$ cat src/inc/bwcl_defines.vh
`ifndef BWCL_DEFINES_VH
`define BWCL_DEFINES_VH

`define BWCL_MODE_MASTER_UP 3'h4
`define BWCL_MODE_MASTER_DOWN 3'h6
`define BWCL_MODE_SYNC_PERIPH 3'h3

`define BWCL_ADDR_W 22
`define BWCL_LOW_ADDR_W 18
`define BWCL_UP_ADDR_W 4
`define BWCL_ADDR_UP_START 22'h000000
`define BWCL_ADDR_DOWN_START 22'h3fffff
`define BWCL_LOW_ONE 18'h00001
`define BWCL_FULL_ONE 22'h000001

`define BWCL_BYTE_W 8
`define BWCL_FIFO_DEPTH 8
`define BWCL_FIFO_AW 3

`define BWCL_BYTE_RISES 3'h7
`define BWCL_MASTER_FIRST 3'h0
`define BWCL_PERIPH_FIRST 3'h1
`define BWCL_BITS_FULL 4'h8
`define BWCL_BITS_AFTER_FIRST 4'h7
`define BWCL_BITS_NONE 4'h0

`define BWCL_SYNC_W 15
`define BWCL_DOUT_IDLE 1'h1

`endif

$ cat src/rtl/bwcl_loader.v
`timescale 1ns/10ps
`default_nettype none
`include "bwcl_defines.vh"
module bwcl_loader (
	// clock and reset
	input wire clk,
	input wire rst_n,
	// configuration clock and mode straps (pins)
	input wire config_clock,
	input wire mode_select_bit2,
	input wire mode_select_bit1,
	input wire mode_select_bit0,
	// init and done levels (pins)
	input wire init_in,
	input wire config_done,
	// variant strap: upper lines fixed active (pin)
	input wire fixed_upper_lines,
	// byte-wide data (pins)
	input wire [7:0] config_byte_in,
	// from configuration core, same clock
	input wire wide_address_request,
	input wire chain_forward,
	// prom address outputs
	output wire [17:0] prom_address,
	output wire prom_address_oe_n,
	output wire [3:0] upper_prom_address,
	output wire upper_prom_address_oe_n,
	// peripheral acknowledge
	output wire byte_ack,
	// chain serial output
	output wire chain_dout,
	// bit stream to own core
	output wire core_bit,
	output wire core_bit_strobe,
	// status
	output wire loading,
	output wire capture_overrun
);
	localparam ST_IDLE = 4'b0001;
	localparam ST_MASTER = 4'b0010;
	localparam ST_PERIPH = 4'b0100;
	localparam ST_DONE = 4'b1000;

	wire [`BWCL_SYNC_W-1:0] sync_in;
	wire [`BWCL_SYNC_W-1:0] sync_out;
	wire config_clock_s;
	wire [2:0] mode_s;
	wire init_s;
	wire done_s;
	wire fixed_s;
	wire [7:0] byte_s;

	reg config_clock_d;
	reg init_d;
	wire rise;
	wire fall;
	wire init_rise;

	reg [3:0] state;
	reg [3:0] next_state;
	reg count_down;
	reg fixed_upper;
	reg wide_req;
	wire upper_active;

	reg [`BWCL_ADDR_W-1:0] addr;
	reg [`BWCL_ADDR_W-1:0] next_addr;
	reg [2:0] rise_count;
	reg addr_oe_n;
	reg upper_oe_n;
	reg ack;
	reg overrun;

	wire capture_slot;
	wire fifo_in_valid;
	wire fifo_in_ready;
	wire fifo_out_valid;
	wire fifo_out_ready;
	wire [7:0] fifo_out_data;

	reg [7:0] sh_reg;
	reg [3:0] sh_count;
	reg dout;
	reg cbit;
	reg cstrobe;
	wire load_master;
	wire load_periph;

	// pins pass two flops; data and clock share latency so byte and edge stay aligned
	assign sync_in = {config_clock, mode_select_bit2, mode_select_bit1, mode_select_bit0,
		init_in, config_done, fixed_upper_lines, config_byte_in};

	bwcl_sync #(
		.W(`BWCL_SYNC_W)
	) u_sync (
		.clk(clk),
		.rst_n(rst_n),
		.d(sync_in),
		.q(sync_out)
	);

	assign config_clock_s = sync_out[14];
	assign mode_s = sync_out[13:11];
	assign init_s = sync_out[10];
	assign done_s = sync_out[9];
	assign fixed_s = sync_out[8];
	assign byte_s = sync_out[7:0];

	always @(posedge clk or negedge rst_n) begin
		if (!rst_n) begin
			config_clock_d <= 1'b0;
			init_d <= 1'b0;
		end else begin
			config_clock_d <= config_clock_s;
			init_d <= init_s;
		end
	end

	assign rise = config_clock_s && !config_clock_d;
	assign fall = !config_clock_s && config_clock_d;
	assign init_rise = init_s && !init_d;

	always @* begin
		next_state = state;
		case (state)
			ST_IDLE: begin
				if (init_rise) begin
					if (mode_s == `BWCL_MODE_MASTER_UP || mode_s == `BWCL_MODE_MASTER_DOWN) begin
						next_state = ST_MASTER;
					end else if (mode_s == `BWCL_MODE_SYNC_PERIPH) begin
						next_state = ST_PERIPH;
					end
				end
			end
			ST_MASTER: begin
				if (done_s) begin
					next_state = ST_DONE;
				end
			end
			ST_PERIPH: begin
				if (done_s) begin
					next_state = ST_DONE;
				end
			end
			ST_DONE: begin
				if (!init_s) begin
					next_state = ST_IDLE;
				end
			end
			default: begin
				next_state = ST_IDLE;
			end
		endcase
	end

	// straps are caught by the clock at the start of a load, never by reset
	always @(posedge clk or negedge rst_n) begin
		if (!rst_n) begin
			state <= ST_IDLE;
			count_down <= 1'b0;
			fixed_upper <= 1'b0;
		end else begin
			state <= next_state;
			if (state == ST_IDLE && init_rise) begin
				count_down <= (mode_s == `BWCL_MODE_MASTER_DOWN);
				fixed_upper <= fixed_s;
			end
		end
	end

	// the stream request is sticky for the rest of the load
	always @(posedge clk or negedge rst_n) begin
		if (!rst_n) begin
			wide_req <= 1'b0;
		end else if (state == ST_IDLE) begin
			wide_req <= 1'b0;
		end else if (wide_address_request) begin
			wide_req <= 1'b1;
		end
	end

	assign upper_active = fixed_upper || wide_req;

	// capture slot every eighth rise, or again next rise in master mode while the fifo is full, the first at an offset set per mode
	assign capture_slot = rise && (rise_count == 3'h0) && (state == ST_MASTER || state == ST_PERIPH);
	assign fifo_in_valid = capture_slot;

	always @(posedge clk or negedge rst_n) begin
		if (!rst_n) begin
			rise_count <= `BWCL_MASTER_FIRST;
		end else if (next_state == ST_MASTER && state == ST_IDLE) begin
			rise_count <= `BWCL_MASTER_FIRST;
		end else if (next_state == ST_PERIPH && state == ST_IDLE) begin
			rise_count <= `BWCL_PERIPH_FIRST;
		end else if (rise) begin
			if (rise_count != 3'h0) begin
				rise_count <= rise_count - 3'h1;
			end else if (fifo_in_ready || state == ST_PERIPH) begin
				rise_count <= `BWCL_BYTE_RISES;
			end
		end
	end

	always @* begin
		next_addr = addr;
		if (upper_active) begin
			if (count_down) begin
				next_addr = addr - `BWCL_FULL_ONE;
			end else begin
				next_addr = addr + `BWCL_FULL_ONE;
			end
		end else if (count_down) begin
			next_addr = {addr[21:18], addr[17:0] - `BWCL_LOW_ONE};
		end else begin
			next_addr = {addr[21:18], addr[17:0] + `BWCL_LOW_ONE};
		end
	end

	// a full fifo holds the address so the byte is read again next rise
	always @(posedge clk or negedge rst_n) begin
		if (!rst_n) begin
			addr <= `BWCL_ADDR_UP_START;
		end else if (state == ST_IDLE && init_rise) begin
			if (mode_s == `BWCL_MODE_MASTER_DOWN) begin
				addr <= `BWCL_ADDR_DOWN_START;
			end else begin
				addr <= `BWCL_ADDR_UP_START;
			end
		end else if (state == ST_MASTER && capture_slot && fifo_in_ready) begin
			addr <= next_addr;
		end
	end

	always @(posedge clk or negedge rst_n) begin
		if (!rst_n) begin
			addr_oe_n <= 1'b1;
			upper_oe_n <= 1'b1;
		end else begin
			addr_oe_n <= !(next_state == ST_MASTER);
			// at load start the latched strap is still the old one, so read it directly
			upper_oe_n <= !(next_state == ST_MASTER && (state == ST_IDLE ? fixed_s : upper_active));
		end
	end

	// the host cannot be stalled, so a lost peripheral byte is only flagged
	always @(posedge clk or negedge rst_n) begin
		if (!rst_n) begin
			ack <= 1'b0;
			overrun <= 1'b0;
		end else begin
			if (state == ST_IDLE && init_rise) begin
				overrun <= 1'b0;
			end else if (state == ST_PERIPH && capture_slot && !fifo_in_ready) begin
				overrun <= 1'b1;
			end
			if (state == ST_PERIPH && capture_slot) begin
				ack <= 1'b1;
			end else if (rise) begin
				ack <= 1'b0;
			end
		end
	end

	bwcl_fifo #(
		.WIDTH(`BWCL_BYTE_W),
		.DEPTH(`BWCL_FIFO_DEPTH),
		.AW(`BWCL_FIFO_AW)
	) u_fifo (
		.clk(clk),
		.rst_n(rst_n),
		.in_valid(fifo_in_valid),
		.in_ready(fifo_in_ready),
		.in_data(byte_s),
		.out_valid(fifo_out_valid),
		.out_ready(fifo_out_ready),
		.out_data(fifo_out_data)
	);

	// master loads on the rise after capture, peripheral on the fall right after it
	assign load_master = (state == ST_MASTER) && rise && fifo_out_valid && (sh_count == 4'h0);
	assign load_periph = (state == ST_PERIPH) && fall && fifo_out_valid && (sh_count == 4'h0);
	// idle drains leftovers so a new load never shifts a stale byte
	assign fifo_out_ready = load_master || load_periph || (state == ST_IDLE);

	always @(posedge clk or negedge rst_n) begin
		if (!rst_n) begin
			sh_reg <= 8'h00;
			sh_count <= `BWCL_BITS_NONE;
			dout <= `BWCL_DOUT_IDLE;
			cbit <= 1'b0;
			cstrobe <= 1'b0;
		end else begin
			cstrobe <= 1'b0;
			if (state == ST_IDLE) begin
				sh_count <= `BWCL_BITS_NONE;
			end else if (load_master) begin
				sh_reg <= fifo_out_data;
				sh_count <= `BWCL_BITS_FULL;
			end else if (load_periph) begin
				sh_reg <= {1'b0, fifo_out_data[7:1]};
				sh_count <= `BWCL_BITS_AFTER_FIRST;
				cbit <= fifo_out_data[0];
				cstrobe <= !chain_forward;
				if (chain_forward) begin
					dout <= fifo_out_data[0];
				end
			end else if (fall && sh_count != 4'h0) begin
				sh_reg <= {1'b0, sh_reg[7:1]};
				sh_count <= sh_count - 4'h1;
				cbit <= sh_reg[0];
				cstrobe <= !chain_forward;
				if (chain_forward) begin
					dout <= sh_reg[0];
				end
			end
		end
	end

	assign prom_address = addr[17:0];
	assign upper_prom_address = addr[21:18];
	assign prom_address_oe_n = addr_oe_n;
	assign upper_prom_address_oe_n = upper_oe_n;
	assign byte_ack = ack;
	assign chain_dout = dout;
	assign core_bit = cbit;
	assign core_bit_strobe = cstrobe;
	assign loading = (state == ST_MASTER) || (state == ST_PERIPH);
	assign capture_overrun = overrun;
endmodule
`default_nettype wire

$ cat src/rtl/bwcl_sync.v
`timescale 1ns/10ps
`default_nettype none
module bwcl_sync #(
	parameter W = 1
) (
	// clock and reset
	input wire clk,
	input wire rst_n,
	// asynchronous in, synchronised out
	input wire [W-1:0] d,
	output wire [W-1:0] q
);
	reg [W-1:0] meta;
	reg [W-1:0] stable;

	// meta feeds only the second stage
	always @(posedge clk or negedge rst_n) begin
		if (!rst_n) begin
			meta <= {W{1'b0}};
			stable <= {W{1'b0}};
		end else begin
			meta <= d;
			stable <= meta;
		end
	end

	assign q = stable;
endmodule
`default_nettype wire

$ cat src/rtl/bwcl_fifo.v
`timescale 1ns/10ps
`default_nettype none
module bwcl_fifo #(
	parameter WIDTH = 8,
	parameter DEPTH = 8,
	parameter AW = 3
) (
	// clock and reset
	input wire clk,
	input wire rst_n,
	// fill side
	input wire in_valid,
	output wire in_ready,
	input wire [WIDTH-1:0] in_data,
	// drain side
	output wire out_valid,
	input wire out_ready,
	output wire [WIDTH-1:0] out_data
);
	reg [WIDTH-1:0] mem [0:DEPTH-1];
	reg [AW:0] wr_ptr;
	reg [AW:0] rd_ptr;
	wire full;
	wire empty;
	wire push;
	wire pop;

	assign empty = (wr_ptr == rd_ptr);
	assign full = (wr_ptr[AW-1:0] == rd_ptr[AW-1:0]) && (wr_ptr[AW] != rd_ptr[AW]);
	assign in_ready = !full;
	assign out_valid = !empty;
	assign push = in_valid && !full;
	assign pop = out_ready && !empty;
	assign out_data = mem[rd_ptr[AW-1:0]];

	// storage has no reset; contents are only read behind a valid pointer
	always @(posedge clk) begin
		if (push) begin
			mem[wr_ptr[AW-1:0]] <= in_data;
		end
	end

	always @(posedge clk or negedge rst_n) begin
		if (!rst_n) begin
			wr_ptr <= {(AW+1){1'b0}};
			rd_ptr <= {(AW+1){1'b0}};
		end else begin
			if (push) begin
				wr_ptr <= wr_ptr + {{AW{1'b0}}, 1'b1};
			end
			if (pop) begin
				rd_ptr <= rd_ptr + {{AW{1'b0}}, 1'b1};
			end
		end
	end
endmodule
`default_nettype wire

$ cat config.mk
export PLATFORM = sky130hd
export DESIGN_NAME = bwcl_loader
export DESIGN_NICKNAME = d
export VERILOG_FILES = /design/src/rtl/bwcl_loader.v /design/src/rtl/bwcl_sync.v /design/src/rtl/bwcl_fifo.v
export VERILOG_INCLUDE_DIRS = /design/src /design/src/inc
export SDC_FILE = /design/constraint.sdc
export NUM_CORES = 1
export LEC_CHECK = 0
export BUFFER_PORTS_ARGS = -buffer_cell sky130_fd_sc_hd__buf_2
export CORE_ASPECT_RATIO = 0.5
export CORE_MARGIN = 5
export CORE_UTILIZATION = 35
export DETAILED_ROUTE_END_ITERATION = 12
export HOLD_SLACK_MARGIN = 0.06
export SETUP_SLACK_MARGIN = 0.4
export SLEW_MARGIN = 10
export SYNTH_ARGS = -nofsm -noshare
export SYNTH_HDL_FRONTEND = slang
export SYNTH_SLANG_ARGS = --single-unit
$ cat constraint.sdc
create_clock -name clk -period 2.6 [get_ports clk]
set_input_delay 0.13 -clock clk [delete_from_list [all_inputs] [get_ports clk]]
set_output_delay 0.13 -clock clk [all_outputs]
set_load 0.1 [all_outputs]
Word level (Yosys, flattened, before mapping)
Memory sizes are Yosys's and may differ from the RTL's.
Index checks and enable logic that the tools add are counted.
{"block": "word_totals", "regBits": 91, "mem_bits_rw": 64, "word_cells": 147, "n_memories": 1}
{"block": "classes", "addsub": 8, "n_eq_ne": 14, "mux": 43, "bitwise": 2, "reduce_logical": 57}
{"name": "u_fifo.mem", "depth": 8, "word_bits": 8, "rd": 1, "rd_ports_with_merged_regs": 0, "wr": 1, "line": "bwcl_fifo.v:20", "rtl": "reg [WIDTH-1:0] mem [0:DEPTH-1];"}
{"operator": "$mux 22", "count": 5}
{"operator": "$mux 4", "count": 9}
{"operator": "$mux 8", "count": 3}
{"operator": "$logic_and 1x1->1", "count": 23}
{"operator": "$add 22x1->22 const B", "count": 1}
{"operator": "$sub 22x1->22 const B", "count": 1}
{"operator": "$mux 1", "count": 19}
{"operator": "$add 18x1->18 const B", "count": 1}
{"operator": "$mux 18", "count": 1}
{"operator": "$sub 18x1->18 const B", "count": 1}
{"operator": "$mux 3", "count": 5}
{"operator": "$pmux 4 s3", "count": 1}
{"operator": "$reduce_bool 2->1", "count": 6}
{"operator": "$reduce_bool 4->1", "count": 3}
{"operator": "$reduce_bool 3->1", "count": 3}
{"operator": "$add 4x1->4 const B", "count": 2}
{"operator": "$eq 4x2->1 const B", "count": 2}
{"operator": "$eq 4x3->1 const B", "count": 2}
{"operator": "$logic_not 1->1", "count": 8}
{"operator": "$eq 3x3->1 const B", "count": 2}
{"operator": "$logic_or 1x1->1", "count": 6}
{"operator": "$reduce_and 2->1", "count": 3}
{"operator": "$reduce_and 5->1", "count": 1}
{"operator": "$eq 4x1->1 const B", "count": 1}
{"operator": "13 further kinds", "count": 15}

Logic depth before layout (Yosys ltp)
{"block": "depth", "word_depth": 9, "mapped_depth": 12, "depth_no_buf": 10}

Cells and area by module
Synthesis repeated with hierarchy kept, for this count alone.
{"block": "hier_totals", "cells_unflattened": 591, "hier_area_um2": 7480.9}
{"mod": "bwcl_loader", "n_inst": 1, "cells_per_inst": 411, "area_each_um2": 3681.0, "seq_area_each_um2": 1331.3}
{"mod": "bwcl_fifo", "n_inst": 1, "cells_per_inst": 150, "area_each_um2": 3049.2, "seq_area_each_um2": 2122.0}
{"mod": "bwcl_sync", "n_inst": 1, "cells_per_inst": 30, "area_each_um2": 750.7, "seq_area_each_um2": 750.7}

Worst setup path after synthesis
OpenSTA, ideal clock, no wires.
{"block": "synth_path", "path_type": "reg-to-reg", "start": "reg addr[1]", "end": "reg addr[19]", "setup_time_ns": 0.146, "arrival_time_ns": 2.912, "t_required_ns": 2.454, "setup_slack_ns": -0.458, "stages_incl_launch_ff": 10, "n_path_buf": 0, "synth_period_minus_slack_ns": 3.058, "cell_sequence": "dfrtp_1 > ha_1 > a21o_1 > and4_1 > or2_2 > a31oi_1 > o21ai_0 > a211oi_1 > mux2i_1 > nand4_1"}
{"block": "synth_between", "elab_chain_len": 5, "elab_cells_between_ends": 6, "cone_classes": "add/sub: 2; mux: 4"}
{"item": "start: declaration", "line": "bwcl_loader.v:66", "rtl": "reg [`BWCL_ADDR_W-1:0] addr;"}
{"item": "start signal: assignment", "line": "bwcl_loader.v:222", "rtl": "addr <= `BWCL_ADDR_UP_START;"}
{"item": "start signal: assignment", "line": "bwcl_loader.v:225", "rtl": "addr <= `BWCL_ADDR_DOWN_START;"}
{"item": "start signal: assignment", "line": "bwcl_loader.v:227", "rtl": "addr <= `BWCL_ADDR_UP_START;"}
{"item": "$add 22x1->22 (no source line) / $sub 22x1->22 (equally long branches)"}
{"item": "$mux 22 (*)", "line": "bwcl_loader.v:207", "rtl": "if (count_down) begin"}
{"item": "$mux 22 (*)", "line": "bwcl_loader.v:206", "rtl": "if (upper_active) begin"}
{"item": "$mux 22 (*)", "line": "bwcl_loader.v:229", "rtl": "end else if (state == ST_MASTER && capture_slot && fifo_in_ready) begin"}
{"item": "$mux 22 (*)", "line": "bwcl_loader.v:223", "rtl": "end else if (state == ST_IDLE && init_rise) begin"}
Mark *: on every way between the ends. The rest lies on a longest branch, timed or not. The select of a mux whose other input is x is not followed.
A chain may end at the register's enable or synchronous reset.

Worst setup path after layout
{"block": "layout_path", "start": "reg count_down", "end": "reg addr[19]"}
{"block": "layout_between", "elab_chain_len": 4}
{"item": "start: declaration", "line": "bwcl_loader.v:61", "rtl": "reg count_down;"}
{"item": "start signal: assignment", "line": "bwcl_loader.v:165", "rtl": "count_down <= (mode_s == `BWCL_MODE_MASTER_DOWN);"}
{"item": "$mux 22", "line": "bwcl_loader.v:207"}
{"item": "$mux 22", "line": "bwcl_loader.v:206"}
{"item": "$mux 22", "line": "bwcl_loader.v:229"}
{"item": "$mux 22", "line": "bwcl_loader.v:223"}
{"item": "end signal: assignment", "line": "bwcl_loader.v:222"}
{"item": "end signal: assignment", "line": "bwcl_loader.v:225"}
{"item": "end signal: assignment", "line": "bwcl_loader.v:230", "rtl": "addr <= next_addr;"}
No other way between the ends. The select of a mux whose other input is x is not followed.

==> results.yml <==
status:
  outcome: "finished clean"
sta:
  slew_violations: 0
  period_needed_ps: 2500
  setup_viol: 0
  skew_ps: 11.5
  tightest_slew_ps: 624
  rsz0062_at_grt: "yes"
  period_share_pct: 96.3
  hold_slack_ps: 261
  max_freq_ghz: 0.400
  setup_tns_ps: 0
  max_slew_margin_pct: 58.4
  hold_viol_final: 0
floorplan:
  io_pins: 49
  initial_core_util_pct: 35.2
  dieArea_um2: 23600
  core_area_um2: 20300
  die-height_um: 111
  die_x_um: 212
  num_rows: 37
clock_network:
  cts_tree: "done"
  root_buffer: "clkbuf_16"
  cts.sinks: 155
  clk_pin_slew_ps: 70
  max-clock-path-buffers: 2
  clkLatencyLatePin_ps: 430
  numCtsBuffers: 17
  h-tree-depth: 4
pwr:
  intPower_mw: 5.20
  swShare_pct: 32.6
  combPwrFrac_pct: 28.8
  power_switching_mw: 2.51
  power.total_mw: 7.71
  clockPowerShare_pct: 34.1
  sequentialPowerShare_pct: 37.1
  p_leak_nw: 3.93
  ir_drop_v: 0.000564
  power.density_nw_per_um2: 797
synthesis:
  ys_types: 57
  synth_top_family_by_area: "compound AO/OA/AOI/OAI gates"
  synth.cell_area_um2: 7160
  async_flop_share_pct: 58.7
  synthAdderAreaFrac_pct: 4.65
  syn_area_per_cell_um2: 12.5
  synth-edff-count: 64
  synth_simple_gate_area_share_pct: 10.9
  yosysTopAreaCellShare_pct: 30.4
  synth_compound_area_share_pct: 11.4
  syn_inst: 572
  seq_area_frac_synth_pct: 58.7
  synth_area_leader_cell: "dfrtp_1"
  synth-main-ff-cell: "dfrtp_1"
  synth_xor_area_share_pct: 3.55
  yosys_warnings: 0
  synth_mux_area_share_pct: 8.02
  synth_nets: 617
  synth_top_cells_by_area: "dfrtp_1 (30%), edfxtp_1 (27%), mux4_2 (5.0%), ha_1 (4.4%), a21oi_1 (3.2%)"
  synth_seq_cells: 155
critical_path:
  cpMaxStageDelayCell: "dfrtp_4"
  path_buf_inv: 1
  crit_fanout: 5
  cp_data_arrival_time_ps: 2810
  crit_chain: "buf_4 > ha_4 > a21o_1 > and4_4 > or2_4 > a31oi_4 > o21ai_4 > a211oi_2 > mux2i_1 > nand4_1"
  critical_path.top_delay_family: "compound AO/OA/AOI/OAI gates"
  cp-start-kind: "register"
  rrSetupSlack_ps: 100
  max_stage_delay_ps: 530
  worstSetupEndpointType: "register"
  cp.required_ps: 2900
  crit_type: "register to register"
grt:
  gr-usage-all-layers_pct: 13.9
  grt_pass1_wl_mm: 26.0
  grt_pass1_vias: 5007
  grt_max_degree: 50
  antenna_found_initial: 0
  grt_overflow: 0
cells_and_area:
  largest_reg_flops: 64
  finalCoreUtilization_pct: 47.6
  syn2layout_area_growth_pct: 35.1
  diodes: 0
  layout-drive-gt1-share_pct: 41.2
  final_nets: 739
route:
  wl_per_cell_um: 16.8
  dr.pass1.iters: 4
  viasPerCell: 5.08
  wl_mm: 16.5
  detail-route-antenna-nets: 0
  vias: 4981
  drt-initial-drc-count: 269
  drt_drc_violations_left: 0
placement:
  hpwl_mm: 10.6
  numPortBuffers: 48
  place_congestion: 0.871
hold_path:
  hold_class: "input pin to async pin"
run:
  maxCapViolCount: 0
layout by cell type (no fill, tap or decap), types with 5 or more instances in the layout:
| cell type | n |
|---|---|
| edfxtp_1 | 64 |
| a31oi_1 | 6 |
| a211oi_2 | 7 |
| dlygate4sd3_1 | 18 |
| dfrtp_2 | 6 |
| buf_4 | 51 |
| dfrtp_1 | 65 |
| o21ai_1 | 7 |
| a21o_1 | 13 |
| xor2_1 | 12 |
| inv_1 | 13 |
| buf_2 | 47 |
| ha_4 | 16 |
| clkbuf_16 | 18 |
| xnor2_1 | 11 |
| o21ai_0 | 15 |
| mux4_2 | 16 |
| dfrtp_4 | 16 |
| mux2i_1 | 17 |
| nand2b_1 | 8 |
| buf_6 | 9 |
| a21oi_1 | 32 |
| ha_1 | 5 |
| nand3_1 | 8 |
| o211ai_1 | 5 |
| nand2_1 | 28 |
| a21oi_2 | 11 |
| nor2_1 | 46 |
power groups by stage:
stage	clock, mW	combinational [mW]	sequential (mW)
6_report	2.63	2.22	2.86
5_1_grt	2.81	2.39	2.88
4_1_cts	2.71	1.98	2.85
3_5_place_dp	0	1.91	2.90
3_3_place_gp	0	1.89	2.89
2_1_floorplan	0	1.15	3.24
worst register-to-register path: stages, from the launching register on:
cell and delay [ps]:
dfrtp_4 530, buf_4 160, ha_4 220, a21o_1 170
and4_4 160, or2_4 260, a31oi_4 190, o21ai_4 90
a211oi_2 280, mux2i_1 220, nand4_1 100
through the flow:
step / cell area [um2] / cells / setup slack [ps]
final: 9680 / 980 / 97.2
after global routing: 9680 / 980 / -56.5
after CTS: 9120 / 957 / 69.1
after detailed placement: 8180 / 900 / 75.4
after global placement: 8180 / 900 / 89.3
after floorplan: 7500 / 572 / 0.799
per-layer routing:
metal / GRT usage [%] / vias to the layer above / wire length [um]
li1: - / 2362 / -
met1: 18.8 / 2518 / 7560
met2: 22.3 / 83 / 8120
met3: 3.73 / 18 / 622
met4: 3.62 / 0 / 169
met5: 0 / - / 0
path summary, 6_finish.rpt:
kind                                     startpoint                       end  cells past startpoint
setup / recovery             count_down$_DFFE_PN0P_      addr[19]$_DFFE_PN0P_                     10
hold / removal                                rst_n       addr[6]$_DFFE_PN0P_                      2
setup reg to reg             count_down$_DFFE_PN0P_      addr[19]$_DFFE_PN0P_                     10
hold reg to reg            u_sync.meta[0]$_DFF_PN0_     u_sync.q[0]$_DFF_PN0_                      0
max in group asynchronous                     rst_n        state[0]$_DFF_PN1_                      3
min in group clk                  config_byte_in[3]  u_sync.meta[3]$_DFF_PN0_                      2
cell usage after synthesis (6+ instances only):
| cell type | number |
|---|---|
| edfxtp_1 | 64 |
| nor3_1 | 7 |
| clkbuf_1 | 16 |
| nor2_1 | 50 |
| a21oi_1 | 46 |
| mux2i_1 | 18 |
| xor2_1 | 14 |
| a211oi_1 | 11 |
| nor2b_1 | 6 |
| xnor2_1 | 15 |
| o21ai_0 | 26 |
| a31oi_1 | 8 |
| dfrtp_1 | 87 |
| mux4_2 | 16 |
| ha_1 | 25 |
| inv_1 | 15 |
| nand3_1 | 9 |
| a21o_1 | 14 |
| nand2_1 | 36 |
| nand2b_1 | 9 |
what timing repair did:
action,CTS,global route
hold buffers,18,0
setup endpoints to repair,37,82
buffers inserted,7,21
resized for setup,21,83
gates cloned,0,2
pin swaps,8,40
endpoints found under the hold margin,57,0
kinds of logic after synthesis:
kind of cell / Yosys count
buffers and inverters: 42
xor gates and xnor gates: 29
AOI/OAI and AO/OA: 130
adders and majority gates: 26
and+or+nand+nor: 153
muxes: 37
DFF: 155
final cells by class:
class | instances | area (um2)
fillers | 1765 | 10600
flip-flops and latches | 155 | 4270
multi-input cells | 376 | 3410
repair buffers | 129 | 980
clock buffers | 17 | 425
well taps | 273 | 342
clock inverters | 15 | 198
inverters | 15 | 56.3
Power figures use the tool's default switching activity.
